### src/pkg/pws_consts.vh
`ifndef PWS_CONSTS_VH
`define PWS_CONSTS_VH

// Watchdog expiry of 250 ms at a 25 MHz clock, in clock cycles
`define PWS_WDT_CYCLES      24'd6250000
// Processor reset pulse of 100 us and recovery wait of 250 ms, in clock cycles
`define PWS_RST_PULSE_CYC   24'd2500
`define PWS_RECOVER_CYC     24'd6250000
`define PWS_CNT_W           24

// Nonvolatile store geometry
`define PWS_NV_DEPTH        64
`define PWS_NV_AW           6
`define PWS_NV_DW           8
`define PWS_NV_RESET        8'h00

// Setting locations (protected by the lockout); trip capture above
`define PWS_SET_LAST        6'h1f

`endif

### src/hdl/pws_supervisor.v
// Contract
// - Reset processor after 0.25 s without pulse
// - Block store writes from expiry until processor recovers
// - Stuck processor drops relays and healthy LED
// - Supply low raises power-fail interrupt
// - Store holds 64 locations of 8 bits
// - Hysteresis holds off until supply good
// - Setting writes need lockout input closed
`timescale 1ns/1ps
`include "pws_consts.vh"

module pws_supervisor #(
  parameter [`PWS_CNT_W-1:0] WDT_CYCLES  = `PWS_WDT_CYCLES,
  parameter [`PWS_CNT_W-1:0] RST_CYCLES  = `PWS_RST_PULSE_CYC,
  parameter [`PWS_CNT_W-1:0] RECOV_CYCLES = `PWS_RECOVER_CYC
) (
  input  wire                   CLK_I,
  input  wire                   RST_N_I,
  input  wire                   WDT_PULSE_I,
  input  wire                   CPU_ALIVE_I,
  input  wire                   SUPPLY_BELOW_MIN_I,
  input  wire                   SUPPLY_IN_SPEC_I,
  input  wire                   LOCKOUT_CLOSED_I,
  input  wire                   NV_WR_I,
  input  wire [`PWS_NV_AW-1:0]  NV_ADDR_I,
  input  wire [`PWS_NV_DW-1:0]  NV_WDATA_I,
  output reg  [`PWS_NV_DW-1:0]  NV_RDATA_O,
  output reg                    NV_WR_DONE_O,
  output reg                    NV_WR_REFUSED_O,
  output reg                    CPU_RST_N_O,
  output reg                    PFAIL_IRQ_O,
  output reg                    RUN_EN_O,
  output reg                    TRIP_RELAY_EN_O,
  output reg                    ALARM_RELAY_EN_O,
  output reg                    HEALTHY_LED_O,
  output reg                    WDT_EXPIRED_O
);

  // Watchdog states
  localparam [1:0] ST_WATCH   = 2'd0;
  localparam [1:0] ST_RESET   = 2'd1;
  localparam [1:0] ST_RECOVER = 2'd2;
  localparam [1:0] ST_FAILED  = 2'd3;

  reg [1:0]            state_q;
  reg [`PWS_CNT_W-1:0] cnt_q;
  reg                  pulse_q;
  reg                  nv_lock_q;
  reg                  pf_q;
  reg [`PWS_NV_DW-1:0] nv_mem_q [0:`PWS_NV_DEPTH-1];
  integer              i;

  // Counter has spent its limit of cycles
  function cnt_hit;
    input [`PWS_CNT_W-1:0] cnt;
    input [`PWS_CNT_W-1:0] limit;
    begin
      cnt_hit = (cnt >= limit - {{(`PWS_CNT_W-1){1'b0}}, 1'b1});
    end
  endfunction

  // Counter step, kept at counter width
  function [`PWS_CNT_W-1:0] cnt_inc;
    input [`PWS_CNT_W-1:0] cnt;
    begin
      cnt_inc = cnt + {{(`PWS_CNT_W-1){1'b0}}, 1'b1};
    end
  endfunction

  // Low part of the store holds settings, guarded by the lockout
  function addr_is_setting;
    input [`PWS_NV_AW-1:0] addr;
    begin
      addr_is_setting = (addr <= `PWS_SET_LAST);
    end
  endfunction

  function write_allowed;
    input wr;
    input locked;
    input setting;
    input lockout;
    begin
      write_allowed = wr & ~locked & (~setting | lockout);
    end
  endfunction

  wire pulse_rise = WDT_PULSE_I & ~pulse_q;
  wire is_setting = addr_is_setting(NV_ADDR_I);
  wire wr_ok      = write_allowed(NV_WR_I, nv_lock_q, is_setting, LOCKOUT_CLOSED_I);

  // Previous pulse level, for edge detection
  always @(posedge CLK_I) begin
    if (!RST_N_I) begin
      pulse_q <= 1'b0;
    end else begin
      pulse_q <= WDT_PULSE_I;
    end
  end

  // Watchdog sequence: watch, reset pulse, wait for recovery, failed
  always @(posedge CLK_I) begin
    if (!RST_N_I) begin
      state_q          <= ST_WATCH;
      cnt_q            <= {`PWS_CNT_W{1'b0}};
      nv_lock_q        <= 1'b0;
      CPU_RST_N_O      <= 1'b0;
      TRIP_RELAY_EN_O  <= 1'b0;
      ALARM_RELAY_EN_O <= 1'b0;
      HEALTHY_LED_O    <= 1'b0;
      WDT_EXPIRED_O    <= 1'b0;
    end else begin
      case (state_q)
        ST_WATCH: begin
          CPU_RST_N_O      <= 1'b1;
          TRIP_RELAY_EN_O  <= 1'b1;
          ALARM_RELAY_EN_O <= 1'b1;
          HEALTHY_LED_O    <= 1'b1;
          if (pulse_rise) begin
            cnt_q <= {`PWS_CNT_W{1'b0}};
          end else if (cnt_hit(cnt_q, WDT_CYCLES)) begin
            state_q       <= ST_RESET;
            cnt_q         <= {`PWS_CNT_W{1'b0}};
            CPU_RST_N_O   <= 1'b0;
            nv_lock_q     <= 1'b1;
            WDT_EXPIRED_O <= 1'b1;
          end else begin
            cnt_q <= cnt_inc(cnt_q);
          end
        end
        ST_RESET: begin
          CPU_RST_N_O <= 1'b0;
          if (cnt_hit(cnt_q, RST_CYCLES)) begin
            state_q     <= ST_RECOVER;
            cnt_q       <= {`PWS_CNT_W{1'b0}};
            CPU_RST_N_O <= 1'b1;
          end else begin
            cnt_q <= cnt_inc(cnt_q);
          end
        end
        ST_RECOVER: begin
          // Processor confirmed out of reset releases the store lock
          if (CPU_ALIVE_I & pulse_rise) begin
            state_q       <= ST_WATCH;
            cnt_q         <= {`PWS_CNT_W{1'b0}};
            nv_lock_q     <= 1'b0;
            WDT_EXPIRED_O <= 1'b0;
          end else if (cnt_hit(cnt_q, RECOV_CYCLES)) begin
            state_q          <= ST_FAILED;
            TRIP_RELAY_EN_O  <= 1'b0;
            ALARM_RELAY_EN_O <= 1'b0;
            HEALTHY_LED_O    <= 1'b0;
          end else begin
            cnt_q <= cnt_inc(cnt_q);
          end
        end
        ST_FAILED: begin
          TRIP_RELAY_EN_O  <= 1'b0;
          ALARM_RELAY_EN_O <= 1'b0;
          HEALTHY_LED_O    <= 1'b0;
          if (CPU_ALIVE_I & pulse_rise) begin
            state_q       <= ST_WATCH;
            cnt_q         <= {`PWS_CNT_W{1'b0}};
            nv_lock_q     <= 1'b0;
            WDT_EXPIRED_O <= 1'b0;
          end
        end
        default: begin
          state_q <= ST_WATCH;
          cnt_q   <= {`PWS_CNT_W{1'b0}};
        end
      endcase
    end
  end

  // Power-fail latch with hysteresis between the two thresholds
  always @(posedge CLK_I) begin
    if (!RST_N_I) begin
      pf_q <= 1'b1;
    end else if (SUPPLY_BELOW_MIN_I) begin
      pf_q <= 1'b1;
    end else if (SUPPLY_IN_SPEC_I) begin
      pf_q <= 1'b0;
    end
  end

  // Interrupt on entry into power fail; run enable only with supply good
  always @(posedge CLK_I) begin
    if (!RST_N_I) begin
      PFAIL_IRQ_O <= 1'b0;
      RUN_EN_O    <= 1'b0;
    end else begin
      PFAIL_IRQ_O <= SUPPLY_BELOW_MIN_I & ~pf_q;
      RUN_EN_O    <= ~pf_q & ~SUPPLY_BELOW_MIN_I;
    end
  end

  // Nonvolatile store, writable for the save even after power fail
  always @(posedge CLK_I) begin
    if (!RST_N_I) begin
      for (i = 0; i < `PWS_NV_DEPTH; i = i + 1) begin
        nv_mem_q[i] <= `PWS_NV_RESET;
      end
    end else if (wr_ok) begin
      nv_mem_q[NV_ADDR_I] <= NV_WDATA_I;
    end
  end

  // Read data and write status, one cycle after the request
  always @(posedge CLK_I) begin
    if (!RST_N_I) begin
      NV_RDATA_O      <= `PWS_NV_RESET;
      NV_WR_DONE_O    <= 1'b0;
      NV_WR_REFUSED_O <= 1'b0;
    end else begin
      NV_RDATA_O      <= nv_mem_q[NV_ADDR_I];
      NV_WR_DONE_O    <= wr_ok;
      NV_WR_REFUSED_O <= NV_WR_I & ~wr_ok;
    end
  end

endmodule

### config.mk
export PLATFORM = sky130hd
export DESIGN_NAME = pws_supervisor
export DESIGN_NICKNAME = d
export VERILOG_FILES = /design/src/hdl/pws_supervisor.v
export VERILOG_INCLUDE_DIRS = /design/src /design/src/pkg
export SDC_FILE = /design/constraint.sdc
export NUM_CORES = 1
export LEC_CHECK = 0
export BUFFER_PORTS_ARGS = -buffer_cell sky130_fd_sc_hd__clkbuf_2
export CAP_MARGIN = 5
export CORE_ASPECT_RATIO = 1.5
export CORE_MARGIN = 2
export CORE_UTILIZATION = 45
export CTS_BUF_LIST = sky130_fd_sc_hd__clkbuf_8 sky130_fd_sc_hd__clkbuf_16
export DETAILED_ROUTE_END_ITERATION = 7
export GPL_ROUTABILITY_DRIVEN = 0
export PLACE_DENSITY = 0.58
export SETUP_SLACK_MARGIN = 0.15
export SLEW_MARGIN = 10
export SYNTH_ARGS = -nofsm -noshare
export SYNTH_HDL_FRONTEND = slang
export SYNTH_SLANG_ARGS = --single-unit
### constraint.sdc
create_clock -name CLK_I -period 3.2 [get_ports CLK_I]
set_input_delay 0.48 -clock CLK_I [delete_from_list [all_inputs] [get_ports CLK_I]]
set_output_delay 0.48 -clock CLK_I [all_outputs]
set_load 0.02 [all_outputs]
* Word level (Yosys, flattened, before mapping)
Memories as Yosys holds them, arrays and structs flattened. A register that Yosys moved wholly into a read port is not among the register bits.
Cells that the tools add are included.
** Word-level totals
- RAM bits :: 512
- Memories :: 1
- Flip-flop bits (word level) :: 35
- Word-level logic and storage cells :: 87
** Memories
- nv_mem_q :: words 64, width 8, rd ports 1, clocked after Yosys merged registers in 1, wr ports 64, line pws_supervisor.v:50 : reg [`PWS_NV_DW-1:0] nv_mem_q [0:`PWS_NV_DEPTH-1];
** Cells by class
- Reductions and logical operators :: 12
- Mux-type cells :: 32
- Bitwise logic cells :: 15
- Equal/unequal tests :: 12
- Add/sub/neg operators :: 1
- Order comparisons :: 3
** Operator list (number)
- two-way mux 24 bit :: 6
- case mux 24 bit (4 select lines) :: 1
- adder 24 x 1 -> 24 bit, second input constant :: 1
- >= comparator 24 x 12 -> 1 bit, second input constant :: 1
- >= comparator 24 x 23 -> 1 bit, second input constant :: 1
- two-way mux 1 bit :: 13
- two-way mux 2 bit :: 6
- inequality test 2 bit, second input constant :: 6
- two-way mux 8 bit :: 1
- case mux 2 bit (4 select lines) :: 1
- OR reduction 8 bit :: 1
- bitwise AND 1 bit :: 7
- NOT 1 bit :: 7
- less-or-equal comparator 6 x 5 -> 1 bit, second input constant :: 1
- two-way mux 6 bit :: 1
- inequality test 3 bit, second input constant :: 2
- AND reduction 5 bit :: 1
- == test 2 bit, second input constant :: 2
- case mux 1 bit (2 select lines) :: 2
- AND reduction 4 bit :: 1
- nonzero test 2 bit :: 2
- OR reduction 2 bit :: 2
- case mux 1 bit (3 select lines) :: 1
- AND reduction 3 bit :: 1
- 7 further kinds :: 7

* Logic depth before layout (Yosys ltp)
Gate-level depths: netlist (run 1).
- Depth in word-level cells :: 9
- Mapped depth :: 11
- Mapped depth without buffers :: 7

* Worst setup path after synthesis (run 1)
OpenSTA, ideal clock, no wires.
- Path kind :: input to register
- Start :: in NV_ADDR_I[2]
- End :: mem nv_mem_q[0][0] (netlist name) (enable)
- Slack :: 0.682 ns
- Stages :: 6
- Path buffers :: 3
- Arrival :: 2.134 ns
- Cell sequence :: buf_2 buf_2 nor3_1 nand2_1 clkbuf_1 o21ai_0
** RTL lines
- start: declaration :: line pws_supervisor.v:25 : input wire [`PWS_NV_AW-1:0] NV_ADDR_I,
- end: declaration :: line pws_supervisor.v:50

==> impl_metrics.env, run 1 <==
export IMPL_status="complete, no violations"
export IMPL_max_cap_violations=0
export IMPL_design_area_um2=29490
export IMPL_slew_violations=0
export IMPL_hold_violations=0
export IMPL_ctsLongestPathBuffers=3
export IMPL_hold_start="SUPPLY_BELOW_MIN_I"
export IMPL_grt_pass1_vias=16962
export IMPL_clkLatencyLatePin_ns=0.61
export IMPL_hold_buffers=0
export IMPL_synth_area_um2=25860
export IMPL_max_slew_margin_pct=21.07
export IMPL_min_path_cells=2
export IMPL_coreArea_um2=56760
export IMPL_tightest_slew_ns=1.172
export IMPL_antennaDiodeCount=0
export IMPL_grt_max_degree=76
export IMPL_crit_chain="buf_4 -> buf_12 -> and2_1 -> buf_4 -> nand2_1 -> o211ai_1 -> a222oi_1 -> o22ai_1 -> o41a_1"
export IMPL_crit_path_frequent_cell="buf_4"
export IMPL_r2r_end="nv_mem_q[48][1]"
export IMPL_synth_edf_count=512
export IMPL_ys_top_cells_by_area="edfxtp_1 59%, and2_1 13%, mux4_2 4.8%"
export IMPL_syn_area_per_cell_um2=13.17
export IMPL_synth_nets=1986
export IMPL_fillCellCount=4871
export IMPL_endpoint_kind="flop"
export IMPL_drt_iter0_drc=1664
export IMPL_post_cts_buffers=0
export IMPL_drive_gt1_share_pct=18.36
export IMPL_die_h_um=297.6
export IMPL_ys_async_sr_fraction_pct=0
export IMPL_ys_seq_elements=555
export IMPL_synth_main_ff_cell="edfxtp_1"
export IMPL_postSynthCellCount=1963
export IMPL_hold_class="input port to flop"
export IMPL_fin_setup_tns_ns=0
export IMPL_cts_resized=0
export IMPL_viasPerCell=5.792
export IMPL_die_x_um=199.7
export IMPL_r2r_cells=7
export IMPL_worstReg2RegStart="nv_lock_q"
export IMPL_yosys_warnings=0
export IMPL_path_class="input port to flop"
export IMPL_power_density_nw_per_um2=543.5
export IMPL_drtPass1Iterations=8
export IMPL_num_rows=107
export IMPL_ff2ff_setup_slack_ns=0.84
export IMPL_min_to="RUN_EN_O"
export IMPL_io_buffers=38
export IMPL_synth_cell_types=70
export IMPL_cp_arrival_ns=2.90
export IMPL_cp_max_fo=30
export IMPL_area_delta_synth_final_pct=14.03
export IMPL_rsz0062_at_grt="no"
export IMPL_dieArea_um2=59440
export IMPL_grt_pass1_wl_mm=113.9
export IMPL_vdd_ir_drop_max_uv=445.2
export IMPL_place_hpwl_mm=52.59
export IMPL_grtUsageTotal_pct=26.55
export IMPL_fin_nets=2095
export IMPL_start_util_pct=45.55
export IMPL_multiInputGateArea_um2=8831
export IMPL_cp_num_buf_inv=3
export IMPL_fin_crit_ns=2.443
export IMPL_clock_skew_ns=0.02773
export IMPL_antenna_found_initial=0
export IMPL_overflow=0
export IMPL_total_power_w=0.01602
export IMPL_cts_buffers_inserted=52
export IMPL_cp_top_family="compound AO/OA/AOI/OAI gates"
export IMPL_drt_total_wl_mm=77.63
export IMPL_crit_path_start="NV_ADDR_I[0]"
export IMPL_seq_area_um2=16240
export IMPL_p_leak_nw=10.89
export IMPL_slowest_delay_ns=0.54
export IMPL_setup_violations=0
export IMPL_ios=39
export IMPL_h_tree_depth=2
export IMPL_clk_pin_slew_ns=0.06
export IMPL_slowest_stage="o41a_1"
export IMPL_fin_util_pct=51.94
export IMPL_ys_seq_area_share_pct=62.79
export IMPL_yosysTopAreaCell="edfxtp_1"
export IMPL_num_vias=16659
export IMPL_fmax_mhz=409.3
export IMPL_post_drt_wl_per_cell_um=26.99
export IMPL_crit_path_start_kind="input port"
export IMPL_timing_final_crit_share_pct=76.35
export IMPL_cts_sinks=555
export IMPL_placed_area_um2=27710
export IMPL_tritoncts="built"
export IMPL_drc=0
export IMPL_clockRootBuffer="clkbuf_16"
export IMPL_crit_required_ns=3.65
export IMPL_ant_nets=0
export IMPL_netlist_area_leader_share_pct=59.46
## state kept, by name, indices dropped and copies added, names as in the netlist
register and flops:
cnt_q 24, pulse_q 1, CPU_RST_N_O 1, NV_WR_REFUSED_O 1, state_q 2, HEALTHY_LED_O 1, nv_lock_q 1, pf_q 1
NV_RDATA_O 8, NV_WR_DONE_O 1, RUN_EN_O 1, PFAIL_IRQ_O 1, nv_mem_q 512
## cells in the mapped netlist, drive strengths merged (4+ instances only)
cell,n
a22oi,26
o41a,5
inv,8
xor2,12
o21ai,92
nor2b,10
nand2,34
nand3,21
nand2b,5
edfxtp,512
and2,517
and3,4
buf,67
a221o,6
mux2i,65
nor3b,8
o211ai,6
nor2,131
dfxtp,43
mux4,55
mux2,29
a21oi,52
a221oi,35
nor4,6
nand3b,4
a211oi,6
o22ai,15
xnor2,9
a31oi,6
clkbuf,92
nor3,16
a22o,12
nand4,9
## power by group
part | leakage [nW] | internal (W) | switching (W) | total (W)
Combinational | 4.36 | 0.000431 | 0.000821 | 0.00125
Clock | 0.911 | 0.00377 | 0.00275 | 0.00652
Sequential | 5.61 | 0.00815 | 0.000106 | 0.00825
## area by class of cell
| class | count | share of cell area, % |
|---|---|---|
| Inverter | 9 | 0.1146 |
| Multi-Input combinational cell | 1240 | 29.95 |
| Clock inverter | 38 | 1.303 |
| Timing Repair Buffer | 214 | 5.610 |
| Clock buffer | 57 | 4.723 |
| Tap cell | 763 | 3.238 |
| Sequential cell | 555 | 55.06 |
## logic make-up (layout without fill, tap and decap cells)
family | Yosys count | after routing | share of synthesized area [%]
flip-flops | 555 | 555 | 62.79
XOR/XNOR | 21 | 21 | 0.7113
AND/OR/NAND/NOR | 779 | 779 | 17.33
AO/OA/AOI/OAI | 289 | 289 | 7.442
multiplexers | 149 | 149 | 8.569
buffers and inverters | 168 | 318 | 3.073
adder cells (fa/ha/maj) | 2 | 2 | 0.08709
## per-stage QoR
step / cells / worst slack, ns / hold slack (ns)
finish: 2876 / 0.7570 / 0.07644
global route: 2876 / 0.7256 / 0.05279
CTS: 2876 / 0.8207 / 0.04191
detailed placement: 2781 / 0.1785 / 0.4329
global placement: 2780 / 0.1590 / 0.4213
floorplan: 1963 / 0.6822 / 0.4134
## worst max-delay path by stage
stage,endpoint,slack [ns],depth (start not counted)
6_report,NV_RDATA_O[2],0.76,9
5_1_grt,nv_mem_q[1][1],0.73,5
4_1_cts,NV_RDATA_O[2],0.82,9
3_5_place_dp,NV_RDATA_O[2],0.18,9
3_3_place_gp,nv_mem_q[41][3],0.16,6
2_1_floorplan,nv_mem_q[0][0],0.68,6
## layer usage
metal / wire length, µm / track usage, % / part of all wire [%]
met1: 28840 / 31.86 / 37
met2: 39750 / 46.21 / 51
met3: 5079 / 4.342 / 6.5
met4: 3959 / 12.43 / 5.1
met5: 0 / 0 / 0
## worst reg2reg max path: stages (launching register included)
cell and delay (ns):
dfxtp_1 0.35, o21bai_1 0.21, nor3_1 0.22, buf_4 0.18
nand2_1 0.06, buf_4 0.20, o21ai_0 0.58, buf_4 0.27
## layout by cell type (no fill, tap or decap), types with 10 or more instances in the layout
cell type    n
o21ai_0     88
nand3_1     21
mux2_2      29
mux2i_1     65
inv_1       19
a22o_1      12
o22ai_1     15
nor2_1     129
edfxtp_1   512
clkbuf_2    31
nand2_1     34
mux4_2      55
buf_12      10
xor2_1      12
a22oi_1     26
nor3_1      16
dfxtp_1     43
a21oi_1     52
clkbuf_16   54
a221oi_1    33
and2_1     517
buf_4      168
No activity file was read; power rests on OpenSTA's default activity.
==> run 2, diff against run 1 <==
--- a/config.mk
+++ b/config.mk
@@ -6,6 +6,7 @@
 export SDC_FILE = /design/constraint.sdc
 export NUM_CORES = 1
 export LEC_CHECK = 0
+export ABC_AREA = 1
 export BUFFER_PORTS_ARGS = -buffer_cell sky130_fd_sc_hd__clkbuf_2
 export CAP_MARGIN = 5
 export CORE_ASPECT_RATIO = 1.5
@@ -14,7 +15,7 @@
 export CTS_BUF_LIST = sky130_fd_sc_hd__clkbuf_8 sky130_fd_sc_hd__clkbuf_16
 export DETAILED_ROUTE_END_ITERATION = 7
 export GPL_ROUTABILITY_DRIVEN = 0
-export PLACE_DENSITY = 0.58
+export PLACE_DENSITY = 0.61
 export SETUP_SLACK_MARGIN = 0.15
 export SLEW_MARGIN = 10
 export SYNTH_ARGS = -nofsm -noshare
==> constraint.sdc (replaced) <==
create_clock -name CLK_I -period 2.2 [get_ports CLK_I]
set_input_delay 0.33 -clock CLK_I [delete_from_list [all_inputs] [get_ports CLK_I]]
set_output_delay 0.33 -clock CLK_I [all_outputs]
set_load 0.02 [all_outputs]
==> run 2 against run 1 <==
Compared with the run above: core utilization is 1.7 points higher; total power grew 39%; count of clock-buffer cells in the layout fell by 3; final area is 1.3% higher; combinational power increased by 46%; die area shrank 2.0%; hold slack improved by 0.053 ns; first-iteration DRC count is 11% higher; largest power group unchanged.
==> impl_metrics.env, run 2 <==
export IMPL_status="complete, no violations"
export IMPL_clockRootBuffer="clkbuf_16"
export IMPL_ys_top_cells_by_area="edfxtp_1 61%, nand2_1 11%, nor2_1 9.1%"
export IMPL_max_slew_margin_pct=57.44
export IMPL_netlist_area_leader_share_pct=60.68
export IMPL_io_buffers=38
export IMPL_slew_violations=0
export IMPL_synth_most_common_cell="nand2_1"
export IMPL_endpoint_kind="flop"
export IMPL_min_path_cells=4
export IMPL_r2r_end="nv_mem_q[13][6]"
export IMPL_synth_area_um2=25340
export IMPL_synth_edf_count=512
export IMPL_cts_sinks=555
export IMPL_cts_buffers_inserted=51
export IMPL_drt_total_wl_mm=77.08
export IMPL_grt_max_degree=80
export IMPL_antenna_found_initial=0
export IMPL_ant_nets=0
export IMPL_start_util_pct=45.49
export IMPL_antennaDiodeCount=0
export IMPL_drt_iter0_drc=1853
export IMPL_rsz0062_at_grt="yes"
export IMPL_overflow=0
export IMPL_setup_violations=0
export IMPL_die_x_um=197.7
export IMPL_final_cell_mix="768 x nand2_1, 609 x nor2_1, 512 x edfxtp_1, 163 x buf_4"
export IMPL_layout_cells_most_common="nand2_1"
export IMPL_synth_nets=2729
export IMPL_crit_required_ns=2.47
export IMPL_synth_adder_area_share_pct=0.04938
export IMPL_drive_gt1_share_pct=14.43
export IMPL_postSynthCellCount=2706
export IMPL_p_leak_nw=12.29
export IMPL_ff2ff_setup_slack_ns=0.26
export IMPL_max_cap_violations=0
export IMPL_p_int_w=0.01691
export IMPL_seqPwrFrac_pct=53.9
export IMPL_cp_max_fo=10
export IMPL_area_delta_synth_final_pct=17.90
export IMPL_hold_class="input port to flop"
export IMPL_fin_crit_ns=1.941
export IMPL_coreArea_um2=55700
export IMPL_muxShareOfSynthArea_pct=0
export IMPL_yosys_warnings=0
export IMPL_die_h_um=294.6
export IMPL_ys_seq_elements=555
export IMPL_swShare_pct=23.90
export IMPL_synth_compound_area_share_pct=6.133
export IMPL_fin_nets=2897
export IMPL_place_hpwl_mm=50.22
export IMPL_clk_pin_slew_ns=0.06
export IMPL_fmax_mhz=515.3
export IMPL_hold_start="CPU_ALIVE_I"
export IMPL_fin_util_pct=53.63
export IMPL_clock_skew_ns=0.02187
export IMPL_p_comb_share_pct=8.2
export IMPL_place_ws_ns=-0.1427
export IMPL_tritoncts="built"
export IMPL_viasPerCell=5.474
export IMPL_dieArea_um2=58260
export IMPL_synth_cell_types=36
export IMPL_drc=0
export IMPL_synth_top_family_by_area="simple AND/OR/NAND/NOR gates"
export IMPL_syn_area_per_cell_um2=9.363
export IMPL_clkLatencyLatePin_ns=0.61
export IMPL_synth_simple_area_share_pct=24.73
export IMPL_regMostFlops="nv_mem_q"
export IMPL_post_cts_buffers=0
export IMPL_largestRegisters="nv_mem_q (512), cnt_q (24), NV_RDATA_O (8)"
export IMPL_synth_commonest_cells="773 x nand2_1, 612 x nor2_1, 512 x edfxtp_1"
export IMPL_crit_path_start="nv_lock_q"
export IMPL_h_tree_depth=2
export IMPL_drtPass1Iterations=6
export IMPL_ctsLongestPathBuffers=3
export IMPL_total_power_w=0.02222
export IMPL_hold_violations=0
export IMPL_timing_final_crit_share_pct=88.21
export IMPL_p_clk_share_pct=37.9
export IMPL_ys_seq_area_share_pct=64.08
export IMPL_num_rows=106
export IMPL_grt_pass1_wl_mm=115.9
export IMPL_grtUsageTotal_pct=26.72
export IMPL_vdd_ir_drop_max_uv=637.6
export IMPL_layout_setup_ws_ns=0.2593
export IMPL_ios=39
export IMPL_largest_reg_flops=512
export IMPL_grt_pass1_vias=19880
export IMPL_r2r_cells=7
export IMPL_crit_path_start_kind="flop"
export IMPL_synth_xor_xnor_area_share_pct=0
export IMPL_path_class="flop to flop"
export IMPL_whs_ns=0.1297
export IMPL_tightest_slew_ns=0.6317
export IMPL_synth_main_ff_cell="edfxtp_1"
export IMPL_power_density_nw_per_um2=743.8
export IMPL_ys_async_sr_fraction_pct=0
export IMPL_num_vias=19809
export IMPL_fin_setup_tns_ns=0
export IMPL_crit_path_end="nv_mem_q[13][6]"
export IMPL_yosysTopAreaCell="edfxtp_1"
export IMPL_cp_arrival_ns=2.21
export IMPL_worstReg2RegStart="nv_lock_q"
export IMPL_post_drt_wl_per_cell_um=21.30
export IMPL_power_switching_w=0.005310
[run 2: changes by cell type after synthesis, sizes merged, moves of 55 or more]
cell | previous run | this run
nor2 | 131 | 618
mux4 | 55 | 0
nand2 | 34 | 784
inv | 8 | 157
and2 | 517 | 0
mux2i | 65 | 0
a21oi | 52 | 155
[run 2: area by class of cell]
type | count | area (µm²)
Fill cell | 5038 | 25830
Clock buffer | 54 | 1329
Tap cell | 702 | 878.3
Sequential cell | 555 | 16240
Timing Repair Buffer | 266 | 2698
Inverter | 159 | 599.3
Clock inverter | 42 | 245.2
Multi-Input combinational cell | 1841 | 7886
[run 2: per-stage QoR]
| step | cell area, µm² | cells |
|---|---|---|
| 2_1_floorplan | 25340 | 2706 |
| 3_3_place_gp | 28220 | 3520 |
| 3_5_place_dp | 28220 | 3520 |
| 4_1_cts | 29820 | 3619 |
| 5_1_grt | 29870 | 3619 |
| 6_report | 29870 | 3619 |
[run 2: power by group through the flow]
stage,clock network [W],registers (W),logic (W)
global route,0.00890,0.0120,0.00194
detailed placement,0,0.0122,0.00180
floorplan,0,0.0122,0.000903
finish,0.00842,0.0120,0.00182
global placement,0,0.0122,0.00178
CTS,0.00855,0.0120,0.00181
[run 2: how the worst min path moves through the flow]
stage | end | slack, ns
floorplan | PFAIL_IRQ_O | 0.40
global placement | PFAIL_IRQ_O | 0.41
detailed placement | PFAIL_IRQ_O | 0.43
CTS | nv_lock_q | 0.12
global route | nv_lock_q | 0.19
finish | nv_lock_q | 0.13
[run 2: timing repair]
item	in CTS	in global routing
hold endpoints to repair	4	0
gates resized for setup	0	14
setup endpoints to repair	0	181
hold buffers	3	0
[run 2: cell families (layout without fill, tap and decap cells)]
kind of cell               count (synthesis)  after routing
AOI/OAI and AO/OA                        289            289
adders and majority gates                  1              1
buffers and inverters                    310            521
DFF                                      555            555
and+or+nand+nor                         1551           1551
[run 2: layer usage]
layer	part of all wire (%)	vias up	GRT usage [%]	routed length [µm]
met2	51	837	47.81	39520
met1	37	9555	32.09	28740
li1	-	9247	-	-
met5	0	-	0	0
met3	6.9	170	3.101	5293
met4	4.6	0	12.31	3525
[run 2: critical path, cell delays in order (launching register included)]
cell and delay [ns]:
dfxtp_1 0.39, nor3_4 0.24, nand2_2 0.08, buf_12 0.15
nor4_4 0.20, buf_12 0.16, nand2_1 0.10, nand2_1 0.28
